==> config.mk <==
export PLATFORM = sky130hd
export DESIGN_NAME = tdct_top
export DESIGN_NICKNAME = d
export VERILOG_FILES = /design/src/shared/tdct_pkg.sv /design/src/logic/tdct_top.sv /design/src/logic/tdct_tick.sv
export SDC_FILE = /design/constraint.sdc
export NUM_CORES = 1
export LEC_CHECK = 0
export ABC_AREA = 1
export BUFFER_PORTS_ARGS = -buffer_cell sky130_fd_sc_hd__clkbuf_2
export CORE_UTILIZATION = 40
export CTS_BUF_LIST = sky130_fd_sc_hd__clkbuf_16
export CTS_CLUSTER_DIAMETER = 150
export DETAILED_ROUTE_END_ITERATION = 10
export PLACE_DENSITY = 0.56
export SYNTH_ARGS = -nofsm -noshare
export SYNTH_HDL_FRONTEND = slang
export SYNTH_SLANG_ARGS = --single-unit
==> constraint.sdc <==
create_clock -name clk -period 2.2 [get_ports clk]
set_input_delay 0.44 -clock clk [delete_from_list [all_inputs] [get_ports clk]]
set_output_delay 0.44 -clock clk [all_outputs]
set_load 0.02 [all_outputs]
==> src/shared/tdct_pkg.sv <==
// constants and types shared by the triple down counter timer block
// assumes a single 10 MHz system clock; timer rates come from enable pulses
`default_nettype none
package tdct_pkg;
	localparam int CLK_HZ = 10_000_000;
	localparam int SLOW_A_HZ = 508_000;
	localparam int SLOW_B_HZ = 2_000;
	localparam int FAST_HZ = 7_372_800;
	localparam int ACC_W = 24;
	// phase accumulator steps: rate * 2^24 / clock
	localparam logic [ACC_W-1:0] STEP_A = ACC_W'((64'(SLOW_A_HZ) << ACC_W) / CLK_HZ);
	localparam logic [ACC_W-1:0] STEP_B = ACC_W'((64'(SLOW_B_HZ) << ACC_W) / CLK_HZ);
	localparam logic [ACC_W-1:0] STEP_F = ACC_W'((64'(FAST_HZ) << ACC_W) / CLK_HZ);
	localparam int CNT_W = 16;
	localparam logic [CNT_W-1:0] WRAP_VAL = 16'hFFFF;
	localparam int NTMR = 3;
	localparam logic [7:0] OFS_LOAD0 = 8'h00; // per timer block of 0x10
	localparam logic [7:0] OFS_VALUE = 8'h04;
	localparam logic [7:0] OFS_CTRL = 8'h08;
	localparam logic [7:0] OFS_CLEAR = 8'h0C;
	localparam logic [7:0] OFS_SYSCTL = 8'h40;
	localparam logic [7:0] OFS_STATUS = 8'h44;
	localparam logic [7:0] OFS_MASK = 8'h48;
	localparam int CTRL_EN_BIT = 0;
	localparam int CTRL_MODE_BIT = 1; // 1 = periodic reload
	localparam int SYS_SEL1_BIT = 0; // 1 = 2 kHz tick
	localparam int SYS_MODE1_BIT = 1;
	localparam int SYS_SEL2_BIT = 2;
	localparam int SYS_MODE2_BIT = 3;
	typedef struct packed {
		logic [7:0] addr;
		logic [31:0] wdata;
		logic wr;
		logic rd;
	} tdct_bus_type;
endpackage
`default_nettype wire

==> src/logic/tdct_top.sv <==
// three 16-bit down counters with reload, plain register port and one interrupt
// assumes a same-clock register master; reads answer one cycle after the strobe
//
// Decided for this implementation: the placing of the registers and the address-and-strobe port.
`default_nettype none
module tdct_top (
	input wire logic clk, // 10 MHz system clock
	input wire logic rst_b, // async reset, active low
	input wire tdct_pkg::tdct_bus_type bus, // address, data and strobes
	output logic [31:0] rdata, // read data, cycle after read strobe
	output logic [2:0] tmr_irq, // per timer underflow flags
	output logic irq // unmasked status pending
);
	logic tick_a, tick_b, tick_f;
	logic [tdct_pkg::NTMR-1:0] tick;
	logic [tdct_pkg::CNT_W-1:0] load_q [tdct_pkg::NTMR];
	logic [tdct_pkg::CNT_W-1:0] cnt_q [tdct_pkg::NTMR];
	logic [1:0] ctrl_q [tdct_pkg::NTMR];
	logic [3:0] sys_q;
	logic [2:0] stat_q, mask_q, uf, clr_w, en, reload;
	logic [1:0] idx;
	logic [3:0] reg_ofs;

	assign idx = bus.addr[5:4];
	assign reg_ofs = bus.addr[3:0];

	// rate generators; the two slow ones are shared by the first two timers, the fast one feeds the third only
	tdct_tick #(.STEP(tdct_pkg::STEP_A)) u_tick_a (.clk(clk), .rst_b(rst_b), .tick(tick_a));
	tdct_tick #(.STEP(tdct_pkg::STEP_B)) u_tick_b (.clk(clk), .rst_b(rst_b), .tick(tick_b));
	tdct_tick #(.STEP(tdct_pkg::STEP_F)) u_tick_f (.clk(clk), .rst_b(rst_b), .tick(tick_f));

	// source and mode picks; the third timer takes its mode from its own control
	assign tick[0] = sys_q[tdct_pkg::SYS_SEL1_BIT] ? tick_b : tick_a;
	assign tick[1] = sys_q[tdct_pkg::SYS_SEL2_BIT] ? tick_b : tick_a;
	assign tick[2] = tick_f;
	assign reload[0] = sys_q[tdct_pkg::SYS_MODE1_BIT] | ctrl_q[0][tdct_pkg::CTRL_MODE_BIT];
	assign reload[1] = sys_q[tdct_pkg::SYS_MODE2_BIT] | ctrl_q[1][tdct_pkg::CTRL_MODE_BIT];
	assign reload[2] = ctrl_q[2][tdct_pkg::CTRL_MODE_BIT];

	// per timer counter, load, control and clear
	for (genvar i = 0; i < tdct_pkg::NTMR; i++) begin : g_tmr
		logic hit_blk;
		logic wr_load;
		logic wr_ctrl;
		assign hit_blk = (bus.addr[7:6] == 2'h0) && (idx == 2'(i));
		assign wr_load = bus.wr && hit_blk && (reg_ofs == tdct_pkg::OFS_LOAD0[3:0]);
		assign wr_ctrl = bus.wr && hit_blk && (reg_ofs == tdct_pkg::OFS_CTRL[3:0]);
		assign clr_w[i] = bus.wr && hit_blk && (reg_ofs == tdct_pkg::OFS_CLEAR[3:0]);
		assign en[i] = ctrl_q[i][tdct_pkg::CTRL_EN_BIT];
		// underflow when counting from zero on a tick while enabled
		assign uf[i] = en[i] && tick[i] && !wr_load && (cnt_q[i] == '0);

		// load register keeps the last written value for reloads
		always_ff @(posedge clk or negedge rst_b) begin
			if (!rst_b) begin
				load_q[i] <= '0;
			end else if (wr_load) begin
				load_q[i] <= bus.wdata[tdct_pkg::CNT_W-1:0];
			end
		end

		// control register: enable and mode
		always_ff @(posedge clk or negedge rst_b) begin
			if (!rst_b) begin
				ctrl_q[i] <= '0;
			end else if (wr_ctrl) begin
				ctrl_q[i] <= bus.wdata[1:0];
			end
		end

		// counter: write loads at once, ticks in the same cycle are ignored
		always_ff @(posedge clk or negedge rst_b) begin
			if (!rst_b) begin
				cnt_q[i] <= '0;
			end else if (wr_load) begin
				cnt_q[i] <= bus.wdata[tdct_pkg::CNT_W-1:0];
			end else if (uf[i]) begin
				cnt_q[i] <= reload[i] ? load_q[i] : tdct_pkg::WRAP_VAL;
			end else if (en[i] && tick[i]) begin
				cnt_q[i] <= cnt_q[i] - 16'h0001;
			end
		end
	end

	// system control register for the two slow timers
	always_ff @(posedge clk or negedge rst_b) begin
		if (!rst_b) begin
			sys_q <= '0;
		end else if (bus.wr && bus.addr == tdct_pkg::OFS_SYSCTL) begin
			sys_q <= bus.wdata[3:0];
		end
	end

	// sticky status: set wins over clear by write-one or by the clear register
	always_ff @(posedge clk or negedge rst_b) begin
		if (!rst_b) begin
			stat_q <= '0;
		end else begin
			for (int k = 0; k < tdct_pkg::NTMR; k++) begin
				if (uf[k]) begin
					stat_q[k] <= 1'b1;
				end else if (clr_w[k] ||
					(bus.wr && bus.addr == tdct_pkg::OFS_STATUS && bus.wdata[k])) begin
					stat_q[k] <= 1'b0;
				end
			end
		end
	end

	// interrupt mask
	always_ff @(posedge clk or negedge rst_b) begin
		if (!rst_b) begin
			mask_q <= '0;
		end else if (bus.wr && bus.addr == tdct_pkg::OFS_MASK) begin
			mask_q <= bus.wdata[2:0];
		end
	end

	assign tmr_irq = stat_q;
	assign irq = |(stat_q & mask_q);

	// read decode; reads have no side effects, unmapped reads give zero
	always_ff @(posedge clk or negedge rst_b) begin
		if (!rst_b) begin
			rdata <= '0;
		end else if (bus.rd) begin
			if (bus.addr[7:6] == 2'h0 && idx != 2'h3 && reg_ofs == tdct_pkg::OFS_LOAD0[3:0]) begin
				rdata <= {16'h0000, load_q[idx]};
			end else if (bus.addr[7:6] == 2'h0 && idx != 2'h3 &&
				reg_ofs == tdct_pkg::OFS_VALUE[3:0]) begin
				rdata <= {16'h0000, cnt_q[idx]};
			end else if (bus.addr[7:6] == 2'h0 && idx != 2'h3 &&
				reg_ofs == tdct_pkg::OFS_CTRL[3:0]) begin
				rdata <= {30'h0, ctrl_q[idx]};
			end else if (bus.addr == tdct_pkg::OFS_SYSCTL) begin
				rdata <= {28'h0, sys_q};
			end else if (bus.addr == tdct_pkg::OFS_STATUS) begin
				rdata <= {29'h0, stat_q};
			end else if (bus.addr == tdct_pkg::OFS_MASK) begin
				rdata <= {29'h0, mask_q};
			end else begin
				rdata <= '0;
			end
		end else begin
			rdata <= '0;
		end
	end
endmodule
`default_nettype wire

==> src/logic/tdct_tick.sv <==
// phase accumulator giving one-cycle tick pulses at a fractional rate
// assumes the step is below two to the accumulator width
`default_nettype none
module tdct_tick #(
	parameter logic [tdct_pkg::ACC_W-1:0] STEP = tdct_pkg::STEP_A
) (
	input wire logic clk, // system clock
	input wire logic rst_b, // async reset, active low
	output logic tick // one-cycle enable pulse
);
	logic [tdct_pkg::ACC_W:0] sum;
	logic [tdct_pkg::ACC_W-1:0] acc_q;
	assign sum = {1'b0, acc_q} + {1'b0, STEP};
	// carry out of the accumulator marks a tick
	always_ff @(posedge clk or negedge rst_b) begin
		if (!rst_b) begin
			acc_q <= '0;
			tick <= 1'b0;
		end else begin
			acc_q <= sum[tdct_pkg::ACC_W-1:0];
			tick <= sum[tdct_pkg::ACC_W];
		end
	end
endmodule
`default_nettype wire

==> results, run 1 <==
- The flow ran to the end, and the final reports show no timing, DRC or antenna violations.
- The transition time at the pin with the least slew margin is around 0.51 ns.
- The critical path in this run is classified as reg -> reg.
- Leaving out fill and tap cells, the most frequent cell in the layout is sky130_fd_sc_hd__nand2_1.
- The final setup violation count is 0.
- The max-capacitance violation count is 0.
- The clock root buffer is sky130_fd_sc_hd__clkbuf_16.
- Counting every sink on the clock net gives slightly above 200.
- The number of global-route vias before repair is roughly 11k.
- The normalized max-slew margin is about two thirds.
- The die covers around 30,000 sq um.
- The number of diodes is 0.
- The library cells used most frequently in the layout, excluding fill and tap cells, are sky130_fd_sc_hd__nand2_1, sky130_fd_sc_hd__inv_1, sky130_fd_sc_hd__dfrtp_1.
- The combined global-route utilization of all metal layers is approximately a quarter.
- In this run, the number of DRC markers left after iteration 0 of detailed routing was between 800 and 900.
- The worst-case setup slack after placement is 0.1349 ns.
- The launch instance of the worst min-delay path is bus[13].
- Ranked by total cell area, the synthesized netlist is headed by sky130_fd_sc_hd__dfrtp_1, sky130_fd_sc_hd__nand2_1, sky130_fd_sc_hd__inv_1, sky130_fd_sc_hd__o21ai_0, sky130_fd_sc_hd__nand3_1.
- The number of clock buffers inserted by TritonCTS is 25.
- The count of nets left with antenna violations once routing finished came out at 0.
- The count of port buffers added during placement is 47.
- The required time of the worst setup path is 2.67 ns.
- The number of antenna violations at the first check in global routing is 0.
- In this run, the combinational gates consume 22.7% of the power.
- Of the available clock period, the critical path in the final layout requires about nine tenths.
- The setup slack of the critical path after layout is approximately 0.20 ns.
- The netlist uses 38 different library cells.
- The largest total area in the synthesized netlist belongs to sky130_fd_sc_hd__dfrtp_1.
- VDD sags by at most ~0.00061 V.
- The post-detailed-placement half-perimeter wirelength is about 28,000 microns.
- The leakage power total is between 7 and 8 nW.
- For this run, the number of Yosys warnings is 0.
- The critical path contains buffers and inverters numbering 2 combined.
- The multi-input logic area is approximately 5700 sq um.
- The total of flip-flops plus latches after synthesis is ~200.
- The chip width is around 170 microns.
- The placeable core region is a little under 30,000 sq um.
- The die is about 170 microns tall.
- The first global-routing pass estimated around 59,000 microns of wire.
- The synthesized instance count is 1,673.
- The placement row count is 62.
- In this run the register-to-register setup slack is about 0.20 ns.
- The largest individual stage delay along the critical path comes from the cell sky130_fd_sc_hd__dfrtp_1.
- The number of synthesized flops with an enable pin is 0.
- The clock reaches the later pin of the worst-skew pair after 0.53 ns.
- The power per cell area is between 800 and 900 nW/um^2.
- The H-tree depth is 1.
- The initial cell density of the core is between 40% and 50%.
- Setup repair after global routing left no endpoint under its margin.
- Net switching is about a third of the power.
- The critical path goes through inv_1, ha_1, nand3_1, nor2_1, nand2_1, inv_2, nand2_1, nand2_1, nand3_1, nand2_1.
- The largest fanout of any net on the critical path is 9.
- In this run the count of I/O pins placed on the die edge is 80.
- The number of inserted filler cells in the final layout is about 3k.
- Entering global routing, the biggest net connects 52 pins.
- The clock network burns between 30% and 40% of the power.
- STA puts the critical path data arrival time at 2.46 ns.
- The area share of the leading cell type in the synthesized netlist is a little over two fifths.
- The post-synthesis async set-or-reset flop share is 100.0%.
- The sequential fraction of the synthesis area is 42.50%.
- Post-CTS repair changed the size of 0 cells.
- The total internal power is roughly 0.0075 W.
- The average wire per cell in the routed design is between 15 and 20 microns.
- Clock-pin slew was measured on the worst setup and hold paths at roughly 0.060 ns.
- The clock tree buffer depth is 3.
- TritonCTS built the clock tree.
- For this run, the share of the core covered by cells in the final layout is a little under half.
- The congestion estimate from routability-driven global placement came to approximately 0.95.
- In the final layout, the share of cells above drive strength 1 is around a tenth.
- The area overhead of the layout relative to synthesis is 14.82%.
- The shortest clock period the worst path allows after layout is about 2.0 ns.
- The routed layout has approximately 11k vias.
- The worst setup path is launched from a register.
- The largest single stage delay on the critical path is 0.39 ns.
- The final-report hold violation count came to 0.
- Final hold analysis gives a worst-case slack of about 0.25 ns.
- The library cell appearing most often on the critical path is sky130_fd_sc_hd__nand2_1.
- The end of the worst register-to-register path is cnt_q[40]$_DFFE_PN0P_.
- The cell depth of the worst min-delay path is 3.
- The net switching power is about 0.0037 W.
- The clock arrives with ~0.0094 ns of skew.
- Based on the critical path, the design can be clocked at up to approximately 500 MHz.
- The net count of the finished layout is approximately 1.8k.
- The sum of routed wire length over all layers is between 30,000 and 40,000 microns.
- Sequential cells account for roughly two fifths of the total power.
- The aggregate global routing overflow is 0.
- The cell family with the largest share of critical-path delay is simple AND/OR/NAND/NOR gates.
- The worst register-to-register path has a depth of 10.
- After detailed routing, the number of remaining DRC violations is 0.
- The most frequently used flop master after synthesis is sky130_fd_sc_hd__dfrtp_1.
- The count of pins over their slew limit is 0.
- The netlist area before placement is 11,900 sq um.
- After detailed routing, the number of vias per cell comes to roughly 5.
- The path category of the worst min-delay check is in -> reg.
- The path with the worst hold slack has its endpoint at load_q[43]$_DFFE_PN0P_.
- The nature of the critical path endpoint is a register.
- Each instance of the synthesized netlist takes up on average 7.110 sq um.
- The startpoint identified for the worst register-to-register timing path is cnt_q[32]$_DFFE_PN0P_.
- For the final routed database, the setup TNS stands at 0 ns.
- For this run, the detailed router's first-pass iteration total came to 5.
- The sequential cell area is slightly above 5000 sq um.
- The count of buffers added by post-CTS timing repair for setup is 0.
-- logic make-up (layout without fill, tap and decap cells) --
group / Yosys count / in the layout / synth area share (%)
adder cells (fa/ha/maj): 9 / 9 / 0.9467
flip-flops: 202 / 202 / 42.50
XOR/XNOR: 56 / 56 / 4.123
AND/OR/NAND/NOR: 823 / 823 / 29.21
buffers and inverters: 285 / 379 / 9.982
multiplexers: 1 / 1 / 0.09466
AO/OA/AOI/OAI: 296 / 296 / 13.12
other: 1 / 16 / 0.03153
-- metrics by stage --
stage / instances / cell area (sq um) / power, W
2_1_floorplan: 1688 / 11950 / 0.006038
5_1_grt: 2166 / 13660 / 0.01182
3_3_place_gp: 2120 / 12800 / 0.006918
6_report: 2166 / 13660 / 0.01122
4_1_cts: 2166 / 13660 / 0.01130
3_5_place_dp: 2120 / 12800 / 0.006933
-- state kept, by name, summed over array words and instances, names as in the netlist, 4 cells and up --
register,flops
rdata,16
ctrl_q,6
sys_q,4
u_tick_a.acc_q,23
cnt_q,48
u_tick_f.acc_q,24
u_tick_b.acc_q,24
load_q,48
-- routing by layer --
layer / global-route usage, % / share of wire (%) / up-vias
li1: - / - / 5523
met1: 32.55 / 45 / 5180
met2: 40.47 / 46 / 316
met3: 3.084 / 5.0 / 81
met4: 9.576 / 4.0 / 0
met5: 0 / 0 / -
-- power by group through the flow --
| stage | Clock [W] | Combinational (W) | Sequential (W) |
|---|---|---|---|
| floorplan | 0 | 0.00176 | 0.00428 |
| global placement | 0 | 0.00249 | 0.00443 |
| detailed placement | 0 | 0.00251 | 0.00442 |
| CTS | 0.00441 | 0.00253 | 0.00436 |
| global route | 0.00455 | 0.00287 | 0.00439 |
| finish | 0.00431 | 0.00254 | 0.00437 |
-- area by class of cell --
cell class	instances	area share (%)
timing repair buffer	97	4.929
sequential	202	37.01
multi-input combinational	1201	41.80
tap	384	3.518
inverter	237	6.532
clock buffer	25	4.580
clock inverter	20	1.631
-- synthesized netlist by cell type (4+ instances only) --
cell                       count
sky130_fd_sc_hd__nor2_1      171
sky130_fd_sc_hd__nand3b_1      9
sky130_fd_sc_hd__clkbuf_1      6
sky130_fd_sc_hd__inv_1       228
sky130_fd_sc_hd__inv_2         7
sky130_fd_sc_hd__nand3_1     149
sky130_fd_sc_hd__o211ai_1      9
sky130_fd_sc_hd__o21bai_1      5
sky130_fd_sc_hd__nand4_1      22
sky130_fd_sc_hd__dfrtp_1     202
sky130_fd_sc_hd__o22ai_1       4
sky130_fd_sc_hd__nand2_2       7
sky130_fd_sc_hd__xnor2_1      12
sky130_fd_sc_hd__xor2_1       44
sky130_fd_sc_hd__o21ai_1      25
sky130_fd_sc_hd__o21ai_0     167
sky130_fd_sc_hd__nor3_1        8
sky130_fd_sc_hd__ha_1          9
sky130_fd_sc_hd__buf_2        17
sky130_fd_sc_hd__nor2_2       13
sky130_fd_sc_hd__buf_4        21
sky130_fd_sc_hd__a21oi_1      71
sky130_fd_sc_hd__nand2_1     436
sky130_fd_sc_hd__a22oi_1      10
-- worst min-delay path: cells and delay by family --
| kind | cells | cell delay [ns] |
|---|---|---|
| AO/OA/AOI/OAI | 1 | 0.06 |
| buffers and inverters | 1 | 0.15 |
| AND/OR/NAND/NOR | 1 | 0.08 |
-- worst max path at each step --
stage | slack (ns) | from | to | depth (start not counted)
floorplan | 0.60 | cnt_q[0]$_DFFE_PN0P_ | cnt_q[0]$_DFFE_PN0P_ | 11
global placement | 0.14 | bus[40] | cnt_q[15]$_DFFE_PN0P_ | 10
detailed placement | 0.13 | bus[39] | sys_q[3]$_DFFE_PN0P_ | 7
CTS | 0.25 | cnt_q[16]$_DFFE_PN0P_ | cnt_q[27]$_DFFE_PN0P_ | 8
global route | 0.06 | cnt_q[16]$_DFFE_PN0P_ | cnt_q[24]$_DFFE_PN0P_ | 9
finish | 0.20 | cnt_q[32]$_DFFE_PN0P_ | cnt_q[40]$_DFFE_PN0P_ | 10
-- what timing repair did --
action	4_1_cts	5_1_grt
setup endpoints to repair	0	0
endpoints found under the hold margin	45	0
hold buffers	1	0
Power figures use the tool's default switching activity.
==> run 2, diff against run 1 <==
Settings changed: REMOVE_ABC_BUFFERS set to 1.
==> results, run 2 (same netlist as run 1, synthesis figures left out) <==
- The largest fanout of any net on the critical path is 8 (was 9).
- The count of pins over their slew limit is 0 (unchanged).
- The path category of the worst min-delay check is in -> reg (unchanged).
- The flop-to-flop setup slack is 0.25 ns (was 0.20 ns).
- The worst-case hold slack is 0.2351 ns (was 0.2496 ns).
- The CTS tree is yes (unchanged).
- The sum of routed wire segments on met1 is 16,240 microns (was 16,380 microns).
- The number of detailed-route iterations in the first pass is 5 (unchanged).
- The clock latency of the later-clocked register in the worst-skew pair is 0.54 ns (was 0.53 ns).
- The placement row count is 62 (unchanged).
- The highest metal layer used by the detailed router is met4 (unchanged).
- The nature of the critical path endpoint is a register (unchanged).
- The number of non-filler instances in the completed layout is 2,162 (was 2,166).
- The maximum number of pins on one net before global-route repair came to 51 (was 52).
- The leakage power total is 6.982 nW (was 7.042 nW).
- The highest attainable clock frequency is 513.7 MHz (was 500.5 MHz).
- The aggregate global routing overflow came to 0 (unchanged).
- The global-route wire length before repair is 57,070 microns (was 58,660 microns).
- The number of cells after detailed placement came to 2,113 (was 2,120).
- The number of nets still failing antenna checks after routing is 0 (unchanged).
- The number of antenna violations at the first check in global routing is 0 (unchanged).
- The library cell contributing the largest single delay on the critical path is sky130_fd_sc_hd__nor2_2 (was sky130_fd_sc_hd__dfrtp_1).
- Cell-by-cell listing of the critical path: inv_1, ha_1, nand3_1, nor2_1, nand2_1, nor2_2, nand2_1, nand3_1, nand2_1 (was inv_1, ha_1, nand3_1, nor2_1, nand2_1, inv_2, nand2_1, nand2_1, nand3_1, nand2_1).
- The number of diodes came to 0 (unchanged).
- The sequential cell area was 5055 sq um (unchanged).
- The commonest non-fill, non-tap cell in the layout is sky130_fd_sc_hd__nand2_1 (unchanged).
- The combined global-route utilization of all metal layers is 23.88% (was 24.49%).
- Most used cells in the layout excluding fill and tap cells: sky130_fd_sc_hd__nand2_1, sky130_fd_sc_hd__inv_1, sky130_fd_sc_hd__dfrtp_1 (unchanged).
- The register clock-pin slew on the reported worst setup and hold paths is 0.06 ns (about the same).
- The final net count is 1,811 (was 1,817).
- The number of DRC violations after detailed routing is 0 (unchanged).
- The met3 wire length is 1734 microns (was 1837 microns).
- The height of the die is 174.4 microns (unchanged).
- The startpoint of the worst setup timing path is cnt_q[16]$_DFFE_PN0P_ (was cnt_q[32]$_DFFE_PN0P_).
- The library cell appearing most often on the critical path is sky130_fd_sc_hd__nand2_1 (unchanged).
- The initial cell density of the core is 41.00% (unchanged).
- The die footprint was 30,430 sq um (unchanged).
- Registers with the highest flip-flop counts: cnt_q: 48 flops, load_q: 48 flops (unchanged).
- The sort of element at the start of the critical path is a register (unchanged).
- The via count normalized by instance count is 5.146 (was 5.125).
- The max-capacitance violation count is 0 (unchanged).
- The count of port buffers added during placement was 47 (unchanged).
- Unrepaired setup endpoints after global routing: false (unchanged).
- The average wire per cell in the routed design is 16.60 microns (was 16.92 microns).
- The clock tree buffer depth was 3 (unchanged).
- The number of vias in the routed layout is 11.13k (was 11.10k).
- The number of inserted filler cells in the final layout is 3,050 (was 3,024).
- The peak ir drop on the vdd network was 0.0005545 V (was 0.0006129 V).
- The final setup violation count is 0 (unchanged).
- The count of buffers added by post-CTS timing repair for setup was 0 (unchanged).
- The final-report hold violation count is 0 (unchanged).
- The power per cell area came to 802.4 nW/um^2 (was 821.2 nW/um^2).
- The clock sink total was 202 (unchanged).
- The sum of routed wire length over all layers is 35,890 microns (was 36,650 microns).
- The critical path capture point is cnt_q[24]$_DFFE_PN0P_ (was cnt_q[40]$_DFFE_PN0P_).
- The number of global-route vias before repair was 10.50k (was 10.88k).
- The multi-input logic area is 5709 sq um (unchanged).
- The data arrival at the endpoint of the critical path is 2.38 ns (was 2.46 ns).
- The worst-case setup slack after placement was 0.07486 ns (was 0.1349 ns).
- The share of cells above drive strength 1 was 9.111% (was 9.484%).
- The number of clock buffers inserted by TritonCTS was 26 (was 25).
- The worst clock skew is 0.01610 ns (was 0.009435 ns).
- The clock root buffer is sky130_fd_sc_hd__clkbuf_16 (unchanged).
- The shortest clock period the worst path allows after layout is 1.947 ns (was 1.998 ns).
- The H-tree depth is 1 (unchanged).
- The final RePlAce weighted congestion was 0.9598 (was 0.9462).
- The number of violations reported at the end of detailed-routing iteration 0 was 933 (was 807).
- The end of the worst register-to-register path was cnt_q[24]$_DFFE_PN0P_ (was cnt_q[40]$_DFFE_PN0P_).
- The chip width is 174.4 microns (unchanged).
- Result of the run: complete, no violations (unchanged).
- The start-to-end type of the worst setup path is reg -> reg (unchanged).
- The highest cell delay on the worst timing path is 0.42 ns (was 0.39 ns).
- The required time of the worst setup path was 2.63 ns (was 2.67 ns).
- The setup slack of the critical path after layout is 0.2532 ns (was 0.2021 ns).
- The area overhead of the layout relative to synthesis is 14.14% (was 14.82%).
- The placeable core region was 29,010 sq um (unchanged).
- The count of boundary I/O pins is 80 (unchanged).
- The final core utilization is 46.80% (was 47.08%).
- The number of cells on the worst reg-to-reg path is 9 (was 10).
- The post-detailed-placement half-perimeter wirelength is 27,530 microns (was 28,120 microns).
- The sum of met2 wire segment lengths after detailed routing is 16,360 microns (was 16,980 microns).
- The share of the cycle needed by the critical path after routing came to 88.49% (was 90.81%).
- The beginning of the worst register-to-register path was cnt_q[16]$_DFFE_PN0P_ (was cnt_q[32]$_DFFE_PN0P_).
## run 2: cell types whose count changed in the layout (fill, tap and decap cells not counted), sizes merged
cell      before  now
inv          237  239
buf           50   43
clkinvlp       2    5
clkbuf        71   73
bufinv         5    1
## run 2: where the power goes
group | internal, W | switching [W]
Sequential | 0.00400 | 0.000344
Combinational | 0.000829 | 0.00169
Clock | 0.00233 | 0.00170
## run 2: critical path, delay by kind of cell (launching register included)
family / cells / cell delay [ns]
fa+ha+maj: 1 / 0.19
flops: 1 / 0.41
simple gates: 7 / 1.13
buf+inv: 1 / 0.11
## run 2: worst min-delay path by stage
stage,start,end,cells past startpoint
global placement,rst_b,load_q[27]$_DFFE_PN0P_,1
global route,bus[16],load_q[46]$_DFFE_PN0P_,3
floorplan,rst_b,cnt_q[0]$_DFFE_PN0P_,0
detailed placement,rst_b,load_q[27]$_DFFE_PN0P_,1
CTS,bus[10],load_q[8]$_DFFE_PN0P_,3
finish,bus[13],load_q[27]$_DFFE_PN0P_,3
## run 2: cell type report
class | instances | area share, %
clock buffers | 27 | 4.976
clock inverters | 21 | 0.9677
inverters | 237 | 6.571
multi-input cells | 1201 | 42.05
flip-flops and latches | 202 | 37.23
well taps | 384 | 3.539
repair buffers | 90 | 4.663
## run 2: repair_timing
item / 4_1_cts / 5_1_grt
gates resized for setup: 0 / 0
hold buffers: 1 / 0
hold endpoints to repair: 34 / 0
## run 2: through the flow
stage / setup TNS [ns] / power (W) / instance area [sq um]
4_1_cts: 0 / 0.01098 / 13580
3_3_place_gp: 0 / 0.006868 / 12760
5_1_grt: 0 / 0.01152 / 13580
2_1_floorplan: -0.1100 / 0.005991 / 11660
3_5_place_dp: 0 / 0.006884 / 12760
6_report: 0 / 0.01089 / 13580
## run 2: layer usage
layer / vias up / GRT usage (%)
met5: - / 0
met4: 0 / 9.430
met3: 78 / 2.559
met2: 312 / 38.65
met1: 5230 / 32.68
li1: 5505 / -
==> run 3, diff against run 2 <==
==> constraint.sdc (replaced) <==
create_clock -name clk -period 2.2 [get_ports clk]
set_input_delay 0.11 -clock clk [delete_from_list [all_inputs] [get_ports clk]]
set_output_delay 0.11 -clock clk [all_outputs]
set_load 0.02 [all_outputs]
==> results, run 3 (same netlist as run 1, synthesis figures left out) <==
- The highest attainable clock frequency was 525.3 MHz (was 513.7 MHz).
- The clock sink total was 202 (unchanged).
- The height of the die is 174.4 microns (unchanged).
- The number of antenna violations at the first check in global routing was 0 (unchanged).
- The number of DRC violations after detailed routing is 0 (unchanged).
- Result of the run: complete, no violations (unchanged).
- The largest fanout of any net on the critical path came to 8 (unchanged).
- The end of the worst register-to-register path is cnt_q[38]$_DFFE_PN0P_ (was cnt_q[24]$_DFFE_PN0P_).
- Most used cells in the layout excluding fill and tap cells: sky130_fd_sc_hd__nand2_1, sky130_fd_sc_hd__inv_1, sky130_fd_sc_hd__dfrtp_1 (unchanged).
- The count of port buffers added during placement was 47 (unchanged).
- The worst clock skew came to 0.01771 ns (was 0.01610 ns).
- The cell depth of the worst min-delay path is 3 (unchanged).
- The sum of routed wire length over all layers is 36,310 microns (was 35,890 microns).
- Registers with the highest flip-flop counts: cnt_q: 48 flops, load_q: 48 flops (unchanged).
- The placeable core region came to 29,010 sq um (unchanged).
- The initial cell density of the core is 41.00% (unchanged).
- The launch instance of the worst min-delay path is bus[1] (was bus[13]).
- The placement row count was 62 (unchanged).
- Unrepaired setup endpoints after global routing: false (unchanged).
- The number of global-route vias before repair is 10.77k (was 10.50k).
- The number of cells on the worst reg-to-reg path is 10 (was 9).
- The clock root buffer is sky130_fd_sc_hd__clkbuf_16 (unchanged).
- The register clock-pin slew on the reported worst setup and hold paths is 0.06 ns (about the same).
- The number of clock buffers inserted by TritonCTS is 24 (was 26).
- The combined global-route utilization of all metal layers is 24.42% (was 23.88%).
- The number of diodes is 0 (unchanged).
- The count of boundary I/O pins is 80 (unchanged).
- The final setup violation count is 0 (unchanged).
- The share of cells above drive strength 1 is 8.207% (was 9.111%).
- The share of the cycle needed by the critical path after routing came to 86.53% (was 88.49%).
- The global-route wire length before repair is 58,450 microns (was 57,070 microns).
- The start-to-end type of the worst setup path was reg -> reg (unchanged).
- The maximum number of pins on one net before global-route repair came to 70 (was 51).
- The shortest clock period the worst path allows after layout is 1.904 ns (was 1.947 ns).
- The aggregate global routing overflow came to 0 (unchanged).
- The number of violations reported at the end of detailed-routing iteration 0 is 846 (was 933).
- The final net count was 1,816 (was 1,811).
- The CTS tree is yes (unchanged).
- The final-report hold violation count is 0 (unchanged).
- The number of vias in the routed layout is 11.08k (was 11.13k).
- The number of nets still failing antenna checks after routing is 0 (unchanged).
- The path category of the worst min-delay check is in -> reg (unchanged).
- The average wire per cell in the routed design is 16.79 microns (was 16.60 microns).
- The accumulated negative setup slack came to 0 ns (unchanged).
- The flop-to-flop setup slack was 0.30 ns (was 0.25 ns).
- The count of pins over their slew limit is 0 (unchanged).
- The commonest non-fill, non-tap cell in the layout is sky130_fd_sc_hd__nand2_1 (unchanged).
- The chip width is 174.4 microns (unchanged).
- The number of gates given a new drive strength after cts is 0 (unchanged).
- The die footprint came to 30,430 sq um (unchanged).
- The via count normalized by instance count is 5.124 (was 5.146).
- The beginning of the worst register-to-register path is cnt_q[32]$_DFFE_PN0P_ (was cnt_q[16]$_DFFE_PN0P_).
- The sort of element at the start of the critical path was a register (unchanged).
- The clock tree buffer depth is 3 (unchanged).
- The area overhead of the layout relative to synthesis is 14.34% (was 14.14%).
- The post-detailed-placement half-perimeter wirelength is 27,520 microns (was 27,530 microns).
- The final RePlAce weighted congestion was 0.9428 (was 0.9598).
- The worst min-delay path endpoint is mask_q[2]$_DFFE_PN0P_ (was load_q[27]$_DFFE_PN0P_).
- The leakage power total is 6.998 nW (was 6.982 nW).
- The power per cell area is 794.4 nW/um^2 (was 802.4 nW/um^2).
- The transition time at the pin with the least slew margin is slightly above 0.6 ns.
- The number of detailed-route iterations in the first pass is 5 (unchanged).
- The worst-case hold slack is 0.06297 ns (was 0.2351 ns).
- The H-tree depth was 1 (unchanged).
- The peak ir drop on the vdd network came to 0.0004389 V (was 0.0005545 V).
- The required time of the worst setup path came to 2.60 ns (was 2.63 ns).
- The max-capacitance violation count was 0 (unchanged).
- The normalized max-slew margin is roughly 59%.
- The nature of the critical path endpoint is a register (unchanged).
- The data arrival at the endpoint of the critical path is 2.31 ns (was 2.38 ns).
- The total power is 0.01080 W (was 0.01089 W).
- The clock latency of the later-clocked register in the worst-skew pair is 0.53 ns (was 0.54 ns).
-- run 3: timing repair --
action / CTS / global route
setup buffers: 0 / 0
endpoints found under the setup margin: 0 / 0
hold endpoints to repair: 126 / 0
hold buffers: 17 / 0
-- run 3: power breakdown --
group	switching, W	internal [W]
combinational	0.00168	0.000819
sequential	0.000328	0.00400
clock	0.00159	0.00239
-- run 3: cell type report --
class	instances	area, sq um
fillers	3012	15410
multi-input cells	1201	5709
flip-flops and latches	202	5055
inverters	237	892.1
repair buffers	97	688.2
clock buffers	25	625.6
well taps	384	480.5
clock inverters	17	150.1
-- run 3: worst max path at each step --
stage | end | cells past startpoint | slack, ns | startpoint
4_1_cts | cnt_q[38]$_DFFE_PN0P_ | 10 | 0.33 | cnt_q[32]$_DFFE_PN0P_
6_report | cnt_q[38]$_DFFE_PN0P_ | 10 | 0.30 | cnt_q[32]$_DFFE_PN0P_
3_3_place_gp | cnt_q[44]$_DFFE_PN0P_ | 10 | 0.35 | cnt_q[32]$_DFFE_PN0P_
3_5_place_dp | cnt_q[38]$_DFFE_PN0P_ | 10 | 0.34 | cnt_q[32]$_DFFE_PN0P_
5_1_grt | cnt_q[38]$_DFFE_PN0P_ | 10 | 0.1 | cnt_q[32]$_DFFE_PN0P_
2_1_floorplan | cnt_q[26]$_DFFE_PN0P_ | 9 | 0.30 | bus[38]
-- run 3: routing by layer --
metal / vias to the layer above / wire, microns / global-route usage (%)
met5: - / 0 / 0
li1: 5518 / - / -
met1: 5149 / 16260 / 33.39
met4: 0 / 1364 / 8.516
met3: 75 / 2218 / 3.084
met2: 342 / 16470 / 39.71
-- run 3: metrics by stage --
| stage | utilization, % | instance area (sq um) | worst slack (ns) | instances |
|---|---|---|---|---|
| floorplan | - | 11660 | 0.2960 | 1640 |
| global placement | 43.62 | 12650 | 0.3459 | 2104 |
| detailed placement | 43.62 | 12650 | 0.3416 | 2104 |
| CTS | 46.88 | 13600 | 0.3297 | 2163 |
| global route | 46.88 | 13600 | 0.09700 | 2163 |
| finish | 46.88 | 13600 | 0.2962 | 2163 |
-- run 3: critical path: stages (launching register included) --
cell and delay [ns]:
sky130_fd_sc_hd__dfrtp_1 0.39, sky130_fd_sc_hd__inv_1 0.14, sky130_fd_sc_hd__ha_1 0.19, sky130_fd_sc_hd__nand3_1 0.08
sky130_fd_sc_hd__nor2_1 0.14, sky130_fd_sc_hd__nand2_1 0.25, sky130_fd_sc_hd__buf_4 0.26, sky130_fd_sc_hd__o21ai_0 0.14
sky130_fd_sc_hd__inv_1 0.05, sky130_fd_sc_hd__nand2_1 0.06, sky130_fd_sc_hd__nand3_1 0.06
